<file path="src/cfsc_map.svh">
// Constants for the clock fan-out serial configuration block
`ifndef CFSC_MAP_SVH
`define CFSC_MAP_SVH
`define CFSC_SHIFT_LEN       11
`define CFSC_NUM_PAIRS       10
`define CFSC_SEL_BIT         10
`define CFSC_SYS_PERIOD_PS   5000
`define CFSC_CFG_MIN_PER_PS  10000
`define CFSC_HALF_DIV        ((`CFSC_CFG_MIN_PER_PS + 2 * `CFSC_SYS_PERIOD_PS - 1) / (2 * `CFSC_SYS_PERIOD_PS))
`define CFSC_ADDR_CTRL       12'h000
`define CFSC_ADDR_DATA       12'h004
`define CFSC_ADDR_STAT       12'h008
`define CFSC_ADDR_DIV        12'h00C
`define CFSC_CTRL_GO         0
`define CFSC_CTRL_RESET      1
`define CFSC_CTRL_PROG       2
`define CFSC_CTRL_STDSEL     3
`define CFSC_STAT_BUSY       0
`endif

</file>
<file path="src/cfsc_pkg.sv">
// Types for the two ends of the serial configuration link, one state type per end
package cfsc_pkg;
    typedef enum logic [1:0] {
        CFSC_IDLE  = 2'b00,
        CFSC_SHIFT = 2'b01,
        CFSC_LOAD  = 2'b10,
        CFSC_DONE  = 2'b11
    } cfsc_seq_t;

    typedef enum logic [1:0] {
        CTL_IDLE = 2'b00,
        CTL_LOW  = 2'b01,
        CTL_HIGH = 2'b10
    } cfsc_ctl_t;
endpackage : cfsc_pkg

</file>
<file path="src/cfsc_link_if.sv">
// Pin-level link between controller and fan-out device
`timescale 1ns/10ps
interface cfsc_link_if;
    logic programEnable;
    logic configShiftClock;
    logic serialIn;

    modport device (
        input programEnable,
        input configShiftClock,
        input serialIn
    );
    modport controller (
        output programEnable,
        output configShiftClock,
        output serialIn
    );
endinterface : cfsc_link_if

</file>
<file path="src/cfsc_sync3.sv">
// Three-stage synchroniser with agreement-based rise detection
`timescale 1ns/10ps
module cfsc_sync3 (
    input  wire logic sys_clk,
    input  wire logic srst,
    input  wire logic clkEn,
    input  wire logic asyncIn,
    output logic      syncOut,
    output logic      rise
);
    logic s1Q;
    logic s2Q;
    logic s3Q;
    logic agreeQ;

    // Only the second and third stages look at the level
    always_ff @(posedge sys_clk)
    begin
        if (srst)
        begin
            s1Q    <= 1'b0;
            s2Q    <= 1'b0;
            s3Q    <= 1'b0;
            agreeQ <= 1'b0;
        end
        else if (clkEn)
        begin
            s1Q <= asyncIn;
            s2Q <= s1Q;
            s3Q <= s2Q;
            if (s2Q == s3Q)
            begin
                agreeQ <= s3Q;
            end
        end
    end

    assign syncOut = agreeQ;
    assign rise    = clkEn && (s2Q == s3Q) && s3Q && !agreeQ;
endmodule : cfsc_sync3

</file>
<file path="src/cfsc_device.sv">
// Fan-out device end: serial configuration shift and control registers
`timescale 1ns/10ps
`include "cfsc_map.svh"
module cfsc_device #(
    parameter int NUM_PAIRS = `CFSC_NUM_PAIRS,
    parameter int SHIFT_LEN = `CFSC_SHIFT_LEN
) (
    input  wire logic                 sys_clk,
    input  wire logic                 srst,
    input  wire logic                 clkEn,
    cfsc_link_if.device               link,
    input  wire logic                 clockInputZero,
    input  wire logic                 clockInputOne,
    output logic [NUM_PAIRS-1:0]      clockOutputPair,
    output logic [NUM_PAIRS-1:0]      pairEnable,
    output logic                      programmedMode,
    output logic                      configLoaded
);
    logic                 ckRise;
    logic                 enLevel;
    logic                 siLevel;
    logic [SHIFT_LEN-1:0] shift_q;
    logic [SHIFT_LEN-1:0] shift_d;
    logic [SHIFT_LEN-1:0] ctrl_q;
    logic [SHIFT_LEN-1:0] ctrl_d;
    logic [3:0]           count_q;
    logic [3:0]           count_d;
    cfsc_pkg::cfsc_seq_t  state_q;
    cfsc_pkg::cfsc_seq_t  state_d;
    logic [NUM_PAIRS-1:0] enable_q;
    logic [NUM_PAIRS-1:0] out_q;
    logic                 prog_q;
    logic                 loaded_q;

    cfsc_sync3 uCk (
        .sys_clk (sys_clk),
        .srst    (srst),
        .clkEn   (clkEn),
        .asyncIn (link.configShiftClock),
        .syncOut (),
        .rise    (ckRise)
    );
    cfsc_sync3 uEn (
        .sys_clk (sys_clk),
        .srst    (srst),
        .clkEn   (clkEn),
        .asyncIn (link.programEnable),
        .syncOut (enLevel),
        .rise    ()
    );
    cfsc_sync3 uSi (
        .sys_clk (sys_clk),
        .srst    (srst),
        .clkEn   (clkEn),
        .asyncIn (link.serialIn),
        .syncOut (siLevel),
        .rise    ()
    );

    // Enable and data lag the clock rise by one stage, so the bit seen
    // at the clock rise is the one the controller set up before it.
    wire resetPulse = ckRise && !enLevel;
    wire shiftPulse = ckRise && enLevel && (state_q == cfsc_pkg::CFSC_SHIFT
                      || state_q == cfsc_pkg::CFSC_IDLE);
    wire loadPulse  = ckRise && enLevel && (state_q == cfsc_pkg::CFSC_LOAD);
    wire lastShift  = (count_q == 4'(SHIFT_LEN - 1));

    always_comb
    begin
        shift_d = shift_q;
        ctrl_d  = ctrl_q;
        count_d = count_q;
        state_d = state_q;
        if (resetPulse)
        begin
            shift_d = '0;
            ctrl_d  = '0;
            count_d = '0;
            state_d = cfsc_pkg::CFSC_IDLE;
        end
        else
        begin
            case (state_q)
                cfsc_pkg::CFSC_IDLE,
                cfsc_pkg::CFSC_SHIFT:
                begin
                    if (shiftPulse)
                    begin
                        // First bit ends in stage 0 after all shifts
                        shift_d = {siLevel, shift_q[SHIFT_LEN-1:1]};
                        count_d = count_q + 4'h1;
                        state_d = lastShift ? cfsc_pkg::CFSC_LOAD
                                            : cfsc_pkg::CFSC_SHIFT;
                    end
                end
                cfsc_pkg::CFSC_LOAD:
                begin
                    if (loadPulse)
                    begin
                        ctrl_d  = shift_q;
                        state_d = cfsc_pkg::CFSC_DONE;
                    end
                end
                cfsc_pkg::CFSC_DONE:
                begin
                    state_d = cfsc_pkg::CFSC_DONE;
                end
                default:
                begin
                    state_d = cfsc_pkg::CFSC_IDLE;
                end
            endcase
        end
    end

    // Shift order: stage k after load is serial bit k, so the
    // first bit (pair nine) lands at index 0 and pair zero at 9.
    wire [NUM_PAIRS-1:0] ctrlEnables;
    genvar g;
    generate
        for (g = 0; g < NUM_PAIRS; g++)
        begin : gMap
            assign ctrlEnables[g] = ctrl_q[NUM_PAIRS-1-g];
        end
    endgenerate

    wire stdMode = !enLevel;
    wire [NUM_PAIRS-1:0] enableNext = stdMode ? {NUM_PAIRS{1'b1}}
                                              : ctrlEnables;
    wire selNext   = stdMode ? siLevel : ctrl_q[`CFSC_SEL_BIT];
    wire srcClock  = selNext ? clockInputOne : clockInputZero;
    wire [NUM_PAIRS-1:0] outNext = enableNext & {NUM_PAIRS{srcClock}};

    always_ff @(posedge sys_clk)
    begin
        if (srst)
        begin
            shift_q  <= '0;
            ctrl_q   <= '0;
            count_q  <= '0;
            state_q  <= cfsc_pkg::CFSC_IDLE;
            enable_q <= '0;
            out_q    <= '0;
            prog_q   <= 1'b0;
            loaded_q <= 1'b0;
        end
        else if (clkEn)
        begin
            shift_q  <= shift_d;
            ctrl_q   <= ctrl_d;
            count_q  <= count_d;
            state_q  <= state_d;
            enable_q <= enableNext;
            out_q    <= outNext;
            prog_q   <= enLevel;
            loaded_q <= (state_d == cfsc_pkg::CFSC_DONE);
        end
    end

    assign clockOutputPair = out_q;
    assign pairEnable      = enable_q;
    assign programmedMode  = prog_q;
    assign configLoaded    = loaded_q;
endmodule : cfsc_device

</file>
<file path="src/flat_wrapper.sv">
// flat-port wrapper written by rule: the top's interface ports become plain ports
module cfsc_device_flat 
#(
    parameter int NUM_PAIRS = `CFSC_NUM_PAIRS,
    parameter int SHIFT_LEN = `CFSC_SHIFT_LEN
)
  (sys_clk, srst, clkEn, clockInputZero, clockInputOne, clockOutputPair, pairEnable, programmedMode, configLoaded, link_programEnable, link_configShiftClock, link_serialIn);
  cfsc_link_if link_i ();
  input  wire logic sys_clk;
  input  wire logic srst;
  input  wire logic clkEn;
  input  wire logic clockInputZero;
  input  wire logic clockInputOne;
  output logic [NUM_PAIRS-1:0] clockOutputPair;
  output logic [NUM_PAIRS-1:0] pairEnable;
  output logic programmedMode;
  output logic configLoaded;
  input wire logic [$bits(link_i.programEnable)-1:0] link_programEnable;
  input wire logic [$bits(link_i.configShiftClock)-1:0] link_configShiftClock;
  input wire logic [$bits(link_i.serialIn)-1:0] link_serialIn;
  assign link_i.programEnable = link_programEnable;
  assign link_i.configShiftClock = link_configShiftClock;
  assign link_i.serialIn = link_serialIn;
  cfsc_device #(.NUM_PAIRS(NUM_PAIRS), .SHIFT_LEN(SHIFT_LEN)) u_core (.sys_clk(sys_clk), .srst(srst), .clkEn(clkEn), .link(link_i), .clockInputZero(clockInputZero), .clockInputOne(clockInputOne), .clockOutputPair(clockOutputPair), .pairEnable(pairEnable), .programmedMode(programmedMode), .configLoaded(configLoaded));
endmodule
</file>
<file path="config.mk">
export PLATFORM = sky130hd
export DESIGN_NAME = cfsc_device_flat
export DESIGN_NICKNAME = d
export VERILOG_FILES = /design/src/cfsc_pkg.sv /design/src/cfsc_link_if.sv /design/src/cfsc_sync3.sv /design/src/cfsc_device.sv /design/src/flat_wrapper.sv
export VERILOG_INCLUDE_DIRS = /design/src
export SDC_FILE = /design/constraint.sdc
export NUM_CORES = 1
export LEC_CHECK = 0
export BUFFER_PORTS_ARGS = -buffer_cell sky130_fd_sc_hd__clkbuf_2
export CAP_MARGIN = 40
export CORE_MARGIN = 1
export CORE_UTILIZATION = 45
export DETAILED_ROUTE_END_ITERATION = 8
export HOLD_SLACK_MARGIN = 0.06
export PLACE_DENSITY = 0.62
export SYNTH_ARGS = -nofsm -noshare
export SYNTH_HDL_FRONTEND = slang
export SYNTH_SLANG_ARGS = --single-unit
</file>
<file path="constraint.sdc">
create_clock -name sys_clk -period 1.7 [get_ports sys_clk]
set_clock_uncertainty 0.05 [all_clocks]
set_input_delay 0.17 -clock sys_clk [delete_from_list [all_inputs] [get_ports sys_clk]]
set_output_delay 0.17 -clock sys_clk [all_outputs]
set_load 0.01 [all_outputs]
</file>
* Word-level counts from Yosys, hierarchy flattened
Index checks and enable logic that the tools add are counted.
** Word-level totals
- Output and inout port bits :: 22
- Bits of input ports :: 8
- Register bits :: 62
- Logic and storage cells :: 68
** Operators by class
- Equality and inequality tests :: 8
- Bitwise gates (word level) :: 1
- Muxes and demuxes :: 17
- Add/subtract/negate cells :: 1
- Reductions and logical operators :: 21
** Operator list (number)
- 11-bit 2-to-1 mux :: 6
- 4-bit 2-to-1 mux :: 3
- 10-bit bitwise AND :: 1
- 10-bit 2-to-1 mux :: 1
- 2-bit 2-to-1 mux :: 4
- 2-bit nonzero test :: 4
- 1-bit logical AND :: 7
- 2-bit == test, second input constant :: 3
- 2-bit case mux with 3 select lines :: 1
- 2-bit AND reduction :: 3
- 3-bit AND reduction :: 2
- 4-bit by 1-bit adder with 4-bit output, second input constant :: 1
- 4-bit == test, second input constant :: 1
- 1-bit == test :: 3
- 2-bit by 1-bit == test with 1-bit output, second input constant :: 1
- 1-bit zero test :: 2
- 2-bit zero test :: 1
- 1-bit 2-to-1 mux :: 2
- 2-bit OR reduction :: 1
- 1-bit logical OR :: 1

* Longest topological paths before layout
Gate-level depths: netlist of the first run.
- Depth in word-level cells :: 10
- Mapped depth :: 6
- Gate-level depth less buffers :: 6

* Modules after synthesis
A second synthesis of the first run with hierarchy kept.
** Second synthesis, totals
- Cell total of the unflattened synthesis :: 276
- Area, all modules :: 2507.4 um^2
** By module, submodules not included
- cfsc_device :: seq. area each 1001.0 um^2, area each 1989.4 um^2, instances 1, cells each 225
- cfsc_sync3 :: seq. area each 80.1 um^2, area each 172.7 um^2, instances 3, cells each 17

* Least setup slack after synthesis of the first run
OpenSTA, ideal clock, no wires.
- Path kind :: register to register
- Start :: register u_core.state_q[1]
- End :: register u_core.ctrl_q[10]
- Arrival time :: 1.196 ns
- Period minus slack after synthesis :: 1.373 ns
- Required time :: 1.522 ns
- Buffers on the path :: 2
- Stages on the path, launching flop included :: 7
- Library setup time :: 0.128 ns
- Setup slack :: 0.327 ns
- Cell sequence :: dfxtp_1 > clkbuf_1 > nand2b_1 > a21o_1 > buf_2 > a22oi_1 > nor2_1
** On the way
- Longest elaborated chain between the ends :: 4
- Elaborated cells on any way between the ends :: 5
- Classes of those cells :: eq/ne (1); reduce/logical (4)
** RTL lines
- start, declared :: RTL line cfsc_device.sv:28 : cfsc_pkg::cfsc_seq_t state_q;
- start signal, assigned :: RTL line cfsc_device.sv:141 : state_q <= cfsc_pkg::CFSC_IDLE;
- start signal, assigned :: RTL line cfsc_device.sv:152 : state_q <= state_d;
- 2-bit == test * :: RTL line cfsc_device.sv:65, cfsc_device.sv:83
- 1-bit logical AND :: RTL line cfsc_device.sv:65 : wire loadPulse = ckRise && enLevel && (state_q == cfsc_pkg::CFSC_LOAD);
- 2-bit nonzero test (no line)
- 3-bit AND reduction (no line) *
- end signal, assigned :: RTL line cfsc_device.sv:150 : ctrl_q <= ctrl_d;
- end, declared :: RTL line cfsc_device.sv:24 : logic [SHIFT_LEN-1:0] ctrl_q;
Mark *: on every way between the ends. The rest lies on a longest branch, timed or not.
A chain may end at the register's enable or synchronous reset.

* Final worst setup path of the first run
- Start :: register u_core.uCk.s2Q
- End :: register u_core.shift_q[8]
** On the way
- Longest elaborated chain between the ends :: 8
- Elaborated cells on any way between the ends :: 11
- Classes of those cells :: eq/ne (1); mux (1); reduce/logical (9)
** RTL lines
- start, declared :: RTL line cfsc_sync3.sv:12 : logic s2Q;
- start signal, assigned :: RTL line cfsc_sync3.sv:29 : s2Q <= s1Q;
- 1-bit == test * :: RTL line cfsc_sync3.sv:39 : assign rise = clkEn && (s2Q == s3Q) && s3Q && !agreeQ;
- 1-bit logical AND * (3 in a row) :: RTL line cfsc_sync3.sv:39
- 1-bit logical AND (2 in a row) :: RTL line cfsc_device.sv:63 : wire shiftPulse = ckRise && enLevel && (state_q == cfsc_pkg::CFSC_SHIFT
- 2-bit nonzero test (no line)
- 3-bit AND reduction (no line)
- end signal, assigned :: RTL line cfsc_device.sv:149 : shift_q <= shift_d;
- end, declared :: RTL line cfsc_device.sv:22 : logic [SHIFT_LEN-1:0] shift_q;
Marks and branches as above.

==> results of run 1 <==
## cells in the mapped netlist, types with 2 or more instances
cell	n
mux2i_1	10
inv_1	14
buf_2	5
o21ai_0	13
nor3_2	2
buf_4	2
nand2_1	25
nand4_1	2
or3_1	2
buf_1	2
ha_1	2
dfxtp_1	62
clkbuf_1	11
a21oi_1	17
a21o_1	4
a31oi_1	2
a22oi_1	23
nor2_1	44
nand2b_1	2
a311oi_1	10
## registers in the layout (all words and copies together), names as in the netlist, 2 cells and up
name and count:
u_core.clockOutputPair 10, u_core.count_q 4, u_core.ctrl_q 11, u_core.pairEnable 10, u_core.shift_q 11, u_core.state_q 2
## what timing repair did
action,in CTS,in global routing
hold buffers,3,0
buffers inserted,0,0
endpoints found under the hold margin,3,0
## layer usage
layer | up-vias | global-route usage [%] | part of all wire [%]
met5 | - | 0 | 0
met4 | 0 | 9.434 | 1.6
met3 | 8 | 5.221 | 3.7
met2 | 36 | 28.63 | 44
met1 | 888 | 26.81 | 50
li1 | 998 | - | -
## report_power, final
part           leakage (nW)  switching, mW  total [mW]  internal (mW)
registers             0.505         0.0198        1.51           1.49
clock network         0.115          0.538        1.43          0.892
logic                 0.522         0.0981       0.168         0.0699
total                  1.14          0.656        3.11           2.45
## through the flow
stage	power [mW]	setup WS, ns
after floorplan	1.640	0.3267
after global placement	1.707	0.2463
after detailed placement	1.709	0.2044
after CTS	3.144	0.1832
after global routing	3.228	0.04548
final	3.109	0.1795
## layout make-up
class                           instances  area [µm²]  share of cell area (%)
Sequential cell                        62        1241                   43.22
Multi-Input combinational cell        168       983.4                   34.25
Timing Repair Buffer                   45       285.3                   9.935
Clock buffer                           11       151.4                   5.272
Tap cell                               70       87.58                   3.050
Clock inverter                          4       70.07                   2.440
Inverter                               14       52.55                   1.830
## worst paths after layout
path,to,slack (ns),cells past startpoint,start
worst min register to register,u_core.clockOutputPair[1]$_SDFFE_PP0P_,0.41,2,u_core.clockOutputPair[1]$_SDFFE_PP0P_
worst min-delay path,u_core.uSi.syncOut$_SDFFE_PP0P_,0.20,2,srst
worst max register to register,u_core.shift_q[8]$_SDFFE_PP0P_,0.18,4,u_core.uCk.s2Q$_SDFFE_PP0P_
worst max-delay path,u_core.shift_q[8]$_SDFFE_PP0P_,0.18,4,u_core.uCk.s2Q$_SDFFE_PP0P_
## kinds of logic after synthesis
kind of cell | synth area share (%)
flip-flops | 52.21
multiplexers | 4.790
AO/OA/AOI/OAI | 20.11
AND/OR/NAND/NOR | 15.42
adder cells (fa/ha/maj) | 1.052
buffers and inverters | 6.421
## worst max-delay path: cells and delay by family, from the launching register on
| family | cells | cell delay (ns) |
|---|---|---|
| AO/OA/AOI/OAI | 1 | 0.28 |
| flip-flops | 1 | 0.42 |
| AND/OR/NAND/NOR | 3 | 0.65 |
==> key figures, run 1 <==
Hold path
  • Worst min path class: input port to register

Timing
  • Fmax: 657.7 MHz
  • Min cycle time layout: 1.521 ns
  • Measured slew at the worst slew-check pin: 0.5608 ns
  • Hold WS: 0.2043 ns
  • Setup repair after global routing missed its margin: no
  • Pins Over Slew Limit: 0
  • Final period util: 89.44%
  • Slew headroom: 62.57%
  • Final setup TNS: 0 ns
  • Final hold vios: 0
  • Setup Viol. Count Final: 0

Final layout
  • Ant diodes: 0
  • Filler cells: 466
  • Layout cells sized above 1: 20.72%
  • Non-Filler Instances: 374
  • Nets: 310
  • Most frequent cells in the layout: dfxtp_1 (62), nor2_1 (44), clkbuf_2 (29), nand2_1 (25), a22oi_1 (23)
  • Most common cell after layout, fill and taps aside: dfxtp_1
  • Post-route cell area: 0.002872 mm²
  • Area delta synth->final: 20.79%
  • Post-Route Utilization: 56.22%

Routing
  • Post-Route WL: 4963 µm
  • DR WL/cell: 13.27 µm
  • Vias/cell: 5.160
  • DR vias: 1930
  • 1st-iter DRT viols: 119
  • Drt first pass iters: 4
  • Final ANT Viol Nets: 0
  • DRC: 0

Global route
  • First-pass GRT wire length: 7983 µm
  • GRT Overall Usage: 19.57%
  • Largest net degree at the start of global routing: 37
  • GRT overflow: 0
  • Initial antenna violation count: 0
  • Number of global-route vias before repair: 1691

Outcome
  • Status: complete, no violations

Yosys
  • Post-Syn Area per Cell: 8.971 µm²
  • Unique masters post-synth: 31
  • Dominant cell type by area after synthesis: dfxtp_1
  • Dominant synthesized flop cell: dfxtp_1
  • Seq/Total Area, Yosys: 52.21%
  • Mapped cell area: 0.002377 mm²
  • Async S/R FF share, synth: 0%
  • Top cells by area, synth: dfxtp_1 (52%), a22oi_1 (7.3%), nor2_1 (6.9%)
  • Share of the synthesized area in the top cell type: 52.21%
  • Post-Syn Nets: 275
  • #FFs+latches synth: 62
  • Gate Count Post-Synth: 265
  • Number of synthesized flops with an enable pin: 0
  • Ys Warns: 0

Critical path
  • Crit-path max cell delay: 0.42 ns
  • Crit-path slowest cell: dfxtp_1
  • Max FO, Critical Path: 12
  • CP Cell Sequence: and4b_1 > nand2_1 > a22oi_1 > nor2_1
  • Crit path kind: register to register
  • Critical Path RT: 1.86 ns
  • CP endpoint kind: register
  • Critical path data arrival time: 1.68 ns
  • Startpoint types: register

CTS
  • CTS root buf: clkbuf_8
  • CTS tree: built
  • Worst skew pair latency: 0.33 ns
  • CTS resizes: 0
  • Bufs on Longest Clock Path: 2
  • # H-tree levels: 3
  • Clk sinks: 62
  • Clk slew on worst S/H paths: 0.07 ns
  • Cts bufs inserted: 9

Placement
  • Placed cell area: 0.002620 mm²
  • Post-DP HPWL: 3264 µm
  • Number of port buffers: 29
  • Gpl congestion: 0.7442
  • Placed Cells: 356

Power and ir drop
  • Peak VDD IR: 546.6 µV
  • Lkg Pwr: 1.142 nW
  • PD cells: 1083 mW/mm²

Floorplanning
  • I/O pins: 30
  • Core footprint: 0.005107 mm²
  • Starting density of the core: 46.55%
  • Std cell rows: 26
  • Die footprint: 0.005578 mm²
  • Die extent in x: 74.69 µm
  • Die Y: 74.69 µm

Job
  • Total of max-cap violations: 0
Power figures use the tool's default switching activity.
==> run 2, diff against run 1 <==
--- a/config.mk
+++ b/config.mk
@@ -11,8 +11,10 @@
 export CORE_MARGIN = 1
 export CORE_UTILIZATION = 45
 export DETAILED_ROUTE_END_ITERATION = 8
+export GPL_TIMING_DRIVEN = 0
 export HOLD_SLACK_MARGIN = 0.06
-export PLACE_DENSITY = 0.62
+export PLACE_DENSITY = 0.61
 export SYNTH_ARGS = -nofsm -noshare
 export SYNTH_HDL_FRONTEND = slang
+export SYNTH_HIERARCHICAL = 1
 export SYNTH_SLANG_ARGS = --single-unit
==> run 2 against run 1 <==
First-iteration DRC count down 15%. Design area up 11%. Area after synthesis up 4.4%. Final cell count up 7.5%. Total power up 8.8%. Clock power up 18%. Clock-buffer cell count down 1. Largest cell class unchanged. Largest power group is now the clock network.
==> key figures, run 2 <==
Outcome
  • Status: complete, no violations

Final layout
  • Nets: 337
  • Post-Route Utilization: 61.01%
  • Area delta synth->final: 27.92%
  • Layout cells sized above 1: 23.19%
  • Most frequent cells in the layout: dfxtp_1 (61), nor2_1 (34), clkbuf_2 (30), nand2b_1 (30), a21oi_1 (30)
  • Post-route cell area: 0.003176 mm²
  • Ant diodes: 0
  • Largest regs: u_core/ctrl_q x11, u_core/shift_q x11
  • Most common cell after layout, fill and taps aside: dfxtp_1

CTS
  • Clk slew on worst S/H paths: 0.07 ns
  • Cts bufs inserted: 9
  • Clk sinks: 62
  • CTS tree: built
  • # H-tree levels: 3
  • CTS root buf: clkbuf_8
  • Worst skew pair latency: 0.33 ns
  • Bufs on Longest Clock Path: 2

Floorplanning
  • I/O pins: 30
  • Die Y: 76.27 µm
  • Std cell rows: 26
  • Die footprint: 0.005817 mm²
  • Core footprint: 0.005205 mm²
  • Die extent in x: 76.27 µm
  • Starting density of the core: 47.69%

Timing
  • Hold WS: 0.2276 ns
  • Final hold vios: 0
  • Setup repair after global routing missed its margin: yes
  • Measured slew at the worst slew-check pin: 0.5164 ns
  • Slew headroom: 65.57%
  • Min cycle time layout: 1.658 ns
  • Pins Over Slew Limit: 0
  • Setup Viol. Count Final: 0
  • Fmax: 603.1 MHz
  • Final setup TNS: 0 ns
  • Final period util: 97.54%

Global route
  • GRT overflow: 0
  • Initial antenna violation count: 0
  • GRT Overall Usage: 19.48%
  • First-pass GRT wire length: 8928 µm
  • Number of global-route vias before repair: 1852
  • Largest net degree at the start of global routing: 23

Yosys
  • Post-Syn Nets: 284
  • Ys Warns: 6
  • Gate Count Post-Synth: 274
  • Mapped cell area: 0.002482 mm²
  • Post-Syn Area per Cell: 9.060 µm²

Routing
  • DR vias: 2016
  • Drt first pass iters: 4
  • Vias/cell: 5.015
  • Final ANT Viol Nets: 0
  • Post-Route WL: 5230 µm
  • DR WL/cell: 13.01 µm
  • 1st-iter DRT viols: 101
  • DRC: 0

Critical path
  • Max FO, Critical Path: 3
  • Most Frequent Cell on Critical Path: buf_4
  • CP delay by family, top: simple AND/OR/NAND/NOR gates
  • CP Launch Point: u_core/uCk/s2Q$_SDFFE_PP0P_
  • Critical path data arrival time: 1.80 ns
  • CP Cell Sequence: nand2_2 > nor3b_4 > buf_4 > buf_4 > mux2_2 > nand3_2 > a21oi_1
  • Startpoint types: register
  • Critical Path RT: 1.84 ns
  • Reg-to-Reg Start: u_core/uCk/s2Q$_SDFFE_PP0P_
  • Crit path kind: register to register
  • Crit-path slowest cell: dfxtp_4
  • CP bufs+invs: 2
  • CP endpoint kind: register
  • Crit-path max cell delay: 0.36 ns

Hold path
  • Min-delay src: srst
  • Worst min path class: input port to register

Placement
  • Placed cell area: 0.002715 mm²
  • Gpl congestion: 0.7757
  • Number of port buffers: 29
  • Post-DP HPWL: 3452 µm

Job
  • Total of max-cap violations: 0

Power and ir drop
  • Lkg Pwr: 1.176 nW
  • PD cells: 1065 mW/mm²
  • Peak VDD IR: 730.1 µV
[run 2: report_power, final]
group          internal (mW)  switching, mW
combinational         0.0801          0.106
sequential              1.49         0.0195
clock                   1.12          0.564
[run 2: area by class of cell]
| type | instances | area [µm²] |
|---|---|---|
| fill | 470 | 2029 |
| sequential | 62 | 1245 |
| multi-input combinational | 179 | 1150 |
| timing repair buffer | 42 | 266.5 |
| clock inverter | 6 | 133.9 |
| clock buffer | 10 | 127.6 |
| buffer | 17 | 105.1 |
| tap | 70 | 87.58 |
| inverter | 16 | 60.06 |
[run 2: final timing paths]
kind | endpoint | slack, ns | cells past startpoint
worst max-delay path | u_core/configLoaded$_SDFFE_PP0P_ | 0.04 | 7
worst min-delay path | u_core/uSi/s3Q$_SDFFE_PP0P_ | 0.23 | 2
worst max register to register | u_core/configLoaded$_SDFFE_PP0P_ | 0.04 | 7
worst min register to register | u_core/clockOutputPair[5]$_SDFFE_PP0P_ | 0.42 | 2
[run 2: metal layers]
| metal | track usage, % | up-vias | share of wire [%] |
|---|---|---|---|
| li1 | - | 1051 | - |
| met1 | 27.68 | 911 | 50 |
| met2 | 28.20 | 48 | 44 |
| met3 | 3.473 | 6 | 4.7 |
| met4 | 9.808 | 0 | 1.1 |
| met5 | 0 | - | 0 |
[run 2: metrics by stage]
stage / total power, mW / std cells / worst slack [ns]
floorplan: 1.643 / 274 / 0.1282
global placement: 1.716 / 373 / -0.5199
detailed placement: 1.718 / 373 / -0.4880
CTS: 3.419 / 395 / 0.02210
global route: 3.501 / 402 / -0.02069
finish: 3.383 / 402 / 0.04189
[run 2: repair_timing]
action	in CTS	in global routing
gates cloned	0	0
setup buffers	3	7
pin swaps	1	2
resized for setup	8	14
hold buffers	3	0
setup endpoints to repair	28	33
hold endpoints to repair	3	0
==> run 3, diff against run 2 <==
--- a/config.mk
+++ b/config.mk
@@ -6,14 +6,14 @@
 export SDC_FILE = /design/constraint.sdc
 export NUM_CORES = 1
 export LEC_CHECK = 0
-export BUFFER_PORTS_ARGS = -buffer_cell sky130_fd_sc_hd__clkbuf_2
 export CAP_MARGIN = 40
 export CORE_MARGIN = 1
 export CORE_UTILIZATION = 45
 export DETAILED_ROUTE_END_ITERATION = 8
+export DONT_BUFFER_PORTS = 1
 export GPL_TIMING_DRIVEN = 0
 export HOLD_SLACK_MARGIN = 0.06
-export PLACE_DENSITY = 0.61
+export PLACE_DENSITY_LB_ADDON = 0.2
 export SYNTH_ARGS = -nofsm -noshare
 export SYNTH_HDL_FRONTEND = slang
 export SYNTH_HIERARCHICAL = 1
==> run 3 against run 2 <==
Total power shrank 3.5%. Fmax grew 1.7%. Wire length grew 6.6%. Sequential power is essentially flat. Worst setup slack gained 0.028 ns. Sequential cell count is the same. Combinational power shrank 21%. First-iteration DRC count grew 19%. Non-clock buffer count shrank 14. Design area shrank 0.20%. Highest routed layer is now met3. Critical endpoint is now u_core/shift_q[1]$_SDFFE_PP0P_. Critical path depth is the same.
==> key figures, run 3 (synthesis gave the netlist of run 2 again) <==
Floorplanning
  • Die Y: 76.27 µm
  • Die extent in x: 76.27 µm
  • Std cell rows: 26
  • Core footprint: 0.005205 mm²
  • Die footprint: 0.005817 mm²
  • I/O pins: 30
  • Starting density of the core: 47.69%

CTS
  • CTS root buf: clkbuf_8
  • Bufs on Longest Clock Path: 2
  • Cts bufs inserted: 9
  • Clk slew on worst S/H paths: 0.07 ns
  • Worst skew pair latency: 0.34 ns
  • CTS tree: built
  • # H-tree levels: 3
  • Clk sinks: 62

Global route
  • Largest net degree at the start of global routing: 21
  • GRT Overall Usage: 20.58%
  • Initial antenna violation count: 0
  • GRT overflow: 0
  • First-pass GRT wire length: 9321 µm
  • Number of global-route vias before repair: 1911

Timing
  • Final setup margin: 0.06942 ns
  • Fmax: 613.3 MHz
  • Final hold vios: 0
  • Setup Viol. Count Final: 0
  • Hold WS: 0.1674 ns
  • Pins Over Slew Limit: 0
  • Measured slew at the worst slew-check pin: 0.6160 ns
  • Min cycle time layout: 1.631 ns
  • Slew headroom: 58.80%
  • Final period util: 95.92%

Critical path
  • Reg-to-Reg Start: u_core/uCk/s2Q$_SDFFE_PP0P_
  • R2r setup slk: 0.07 ns
  • Max FO, Critical Path: 5
  • Critical path data arrival time: 1.79 ns
  • CP endpoint kind: register
  • Crit path kind: register to register
  • Critical Path RT: 1.86 ns
  • CP Launch Point: u_core/uCk/s2Q$_SDFFE_PP0P_
  • Startpoint types: register

Routing
  • Post-Route WL: 5575 µm
  • Final ANT Viol Nets: 0
  • DR WL/cell: 14.37 µm
  • 1st-iter DRT viols: 120
  • Drt first pass iters: 4
  • DRC: 0
  • DR vias: 2034
  • Vias/cell: 5.242

Power and ir drop
  • Internal power: 2.543 mW
  • Lkg Pwr: 1.068 nW
  • Sw Ratio: 22.13%
  • Psw: 0.7227 mW
  • Flop pwr share: 46.8%
  • PD cells: 1031 mW/mm²
  • Final total power: 3.266 mW
  • Clock power frac: 48.6%
  • Combinational power share: 4.5%
  • Peak VDD IR: 518.7 µV

Placement
  • Post-DP HPWL: 3373 µm
  • Placed cell area: 0.002570 mm²
  • Pre-CTS setup slack: -0.2213 ns
  • Number of port buffers: 0
  • Gpl congestion: 0.8069

Final layout
  • Post-route cell area: 0.003169 mm²
  • Most frequent cells in the layout: dfxtp_1 (61), nor2_1 (34), nand2b_1 (30), a21oi_1 (30), dlygate4sd3_1 (20)
  • Post-Route Utilization: 60.89%
  • Largest regs: u_core/ctrl_q x11, u_core/shift_q x11
  • Layout cells sized above 1: 14.78%
  • Area delta synth->final: 27.67%
  • Ant diodes: 0
  • Most common cell after layout, fill and taps aside: dfxtp_1
  • Nets: 323

Job
  • Total of max-cap violations: 0

Outcome
  • Status: complete, no violations

Hold path
  • Worst min path class: input port to register
  • Min-delay src: clkEn
## run 3: path summary, 6_finish.rpt
| check | cells past startpoint | end |
|---|---|---|
| max | 7 | u_core/shift_q[1]$_SDFFE_PP0P_ |
| min | 4 | u_core/state_q[0]$_SDFFE_PP0P_ |
| max reg2reg | 7 | u_core/shift_q[1]$_SDFFE_PP0P_ |
| min reg2reg | 2 | u_core/state_q[0]$_SDFFE_PP0P_ |
## run 3: critical path: stages (launching register included)
cell and delay, ns:
dfxtp_2 0.37, nand2_2 0.09, nor3b_4 0.27, buf_6 0.15, nand3_2 0.13, buf_4 0.20
a22oi_1 0.18, nor2_1 0.06
## run 3: final cells by class
| type | count | area (µm²) |
|---|---|---|
| clock buffers | 9 | 123.9 |
| flip-flops and latches | 62 | 1242 |
| fillers | 455 | 2036 |
| plain buffers | 17 | 107.6 |
| repair buffers | 28 | 276.5 |
| multi-input cells | 179 | 1150 |
| clock inverters | 7 | 121.4 |
| inverters | 16 | 60.06 |
| well taps | 70 | 87.58 |
## run 3: timing repair
item | 4_1_cts | 5_1_grt
hold buffers | 20 | 0
setup buffers | 4 | 3
setup endpoints to repair | 27 | 32
resized for setup | 4 | 20
gates cloned | 0 | 1
hold endpoints to repair | 16 | 0
pin swaps | 1 | 2
## run 3: power groups by stage
stage / clock [mW] / combinational, mW / sequential, mW
after floorplan: 0 / 0.0864 / 1.56
after detailed placement: 0 / 0.108 / 1.56
final: 1.59 / 0.148 / 1.53
after global routing: 1.69 / 0.163 / 1.53
after CTS: 1.61 / 0.146 / 1.53
after global placement: 0 / 0.106 / 1.56
## run 3: metal layers
metal	vias up	global-route usage [%]	wire length, µm
li1	1026	-	-
met1	957	26.93	2685
met2	51	31.26	2565
met3	0	6.826	323
met4	0	8.077	0
met5	-	0	0
## run 3: stage by stage
step | setup TNS (ns) | std cells
2_1_floorplan | 0 | 274
3_3_place_gp | -2.903 | 344
3_5_place_dp | -3.251 | 344
4_1_cts | 0 | 384
5_1_grt | -0.02463 | 388
6_report | 0 | 388
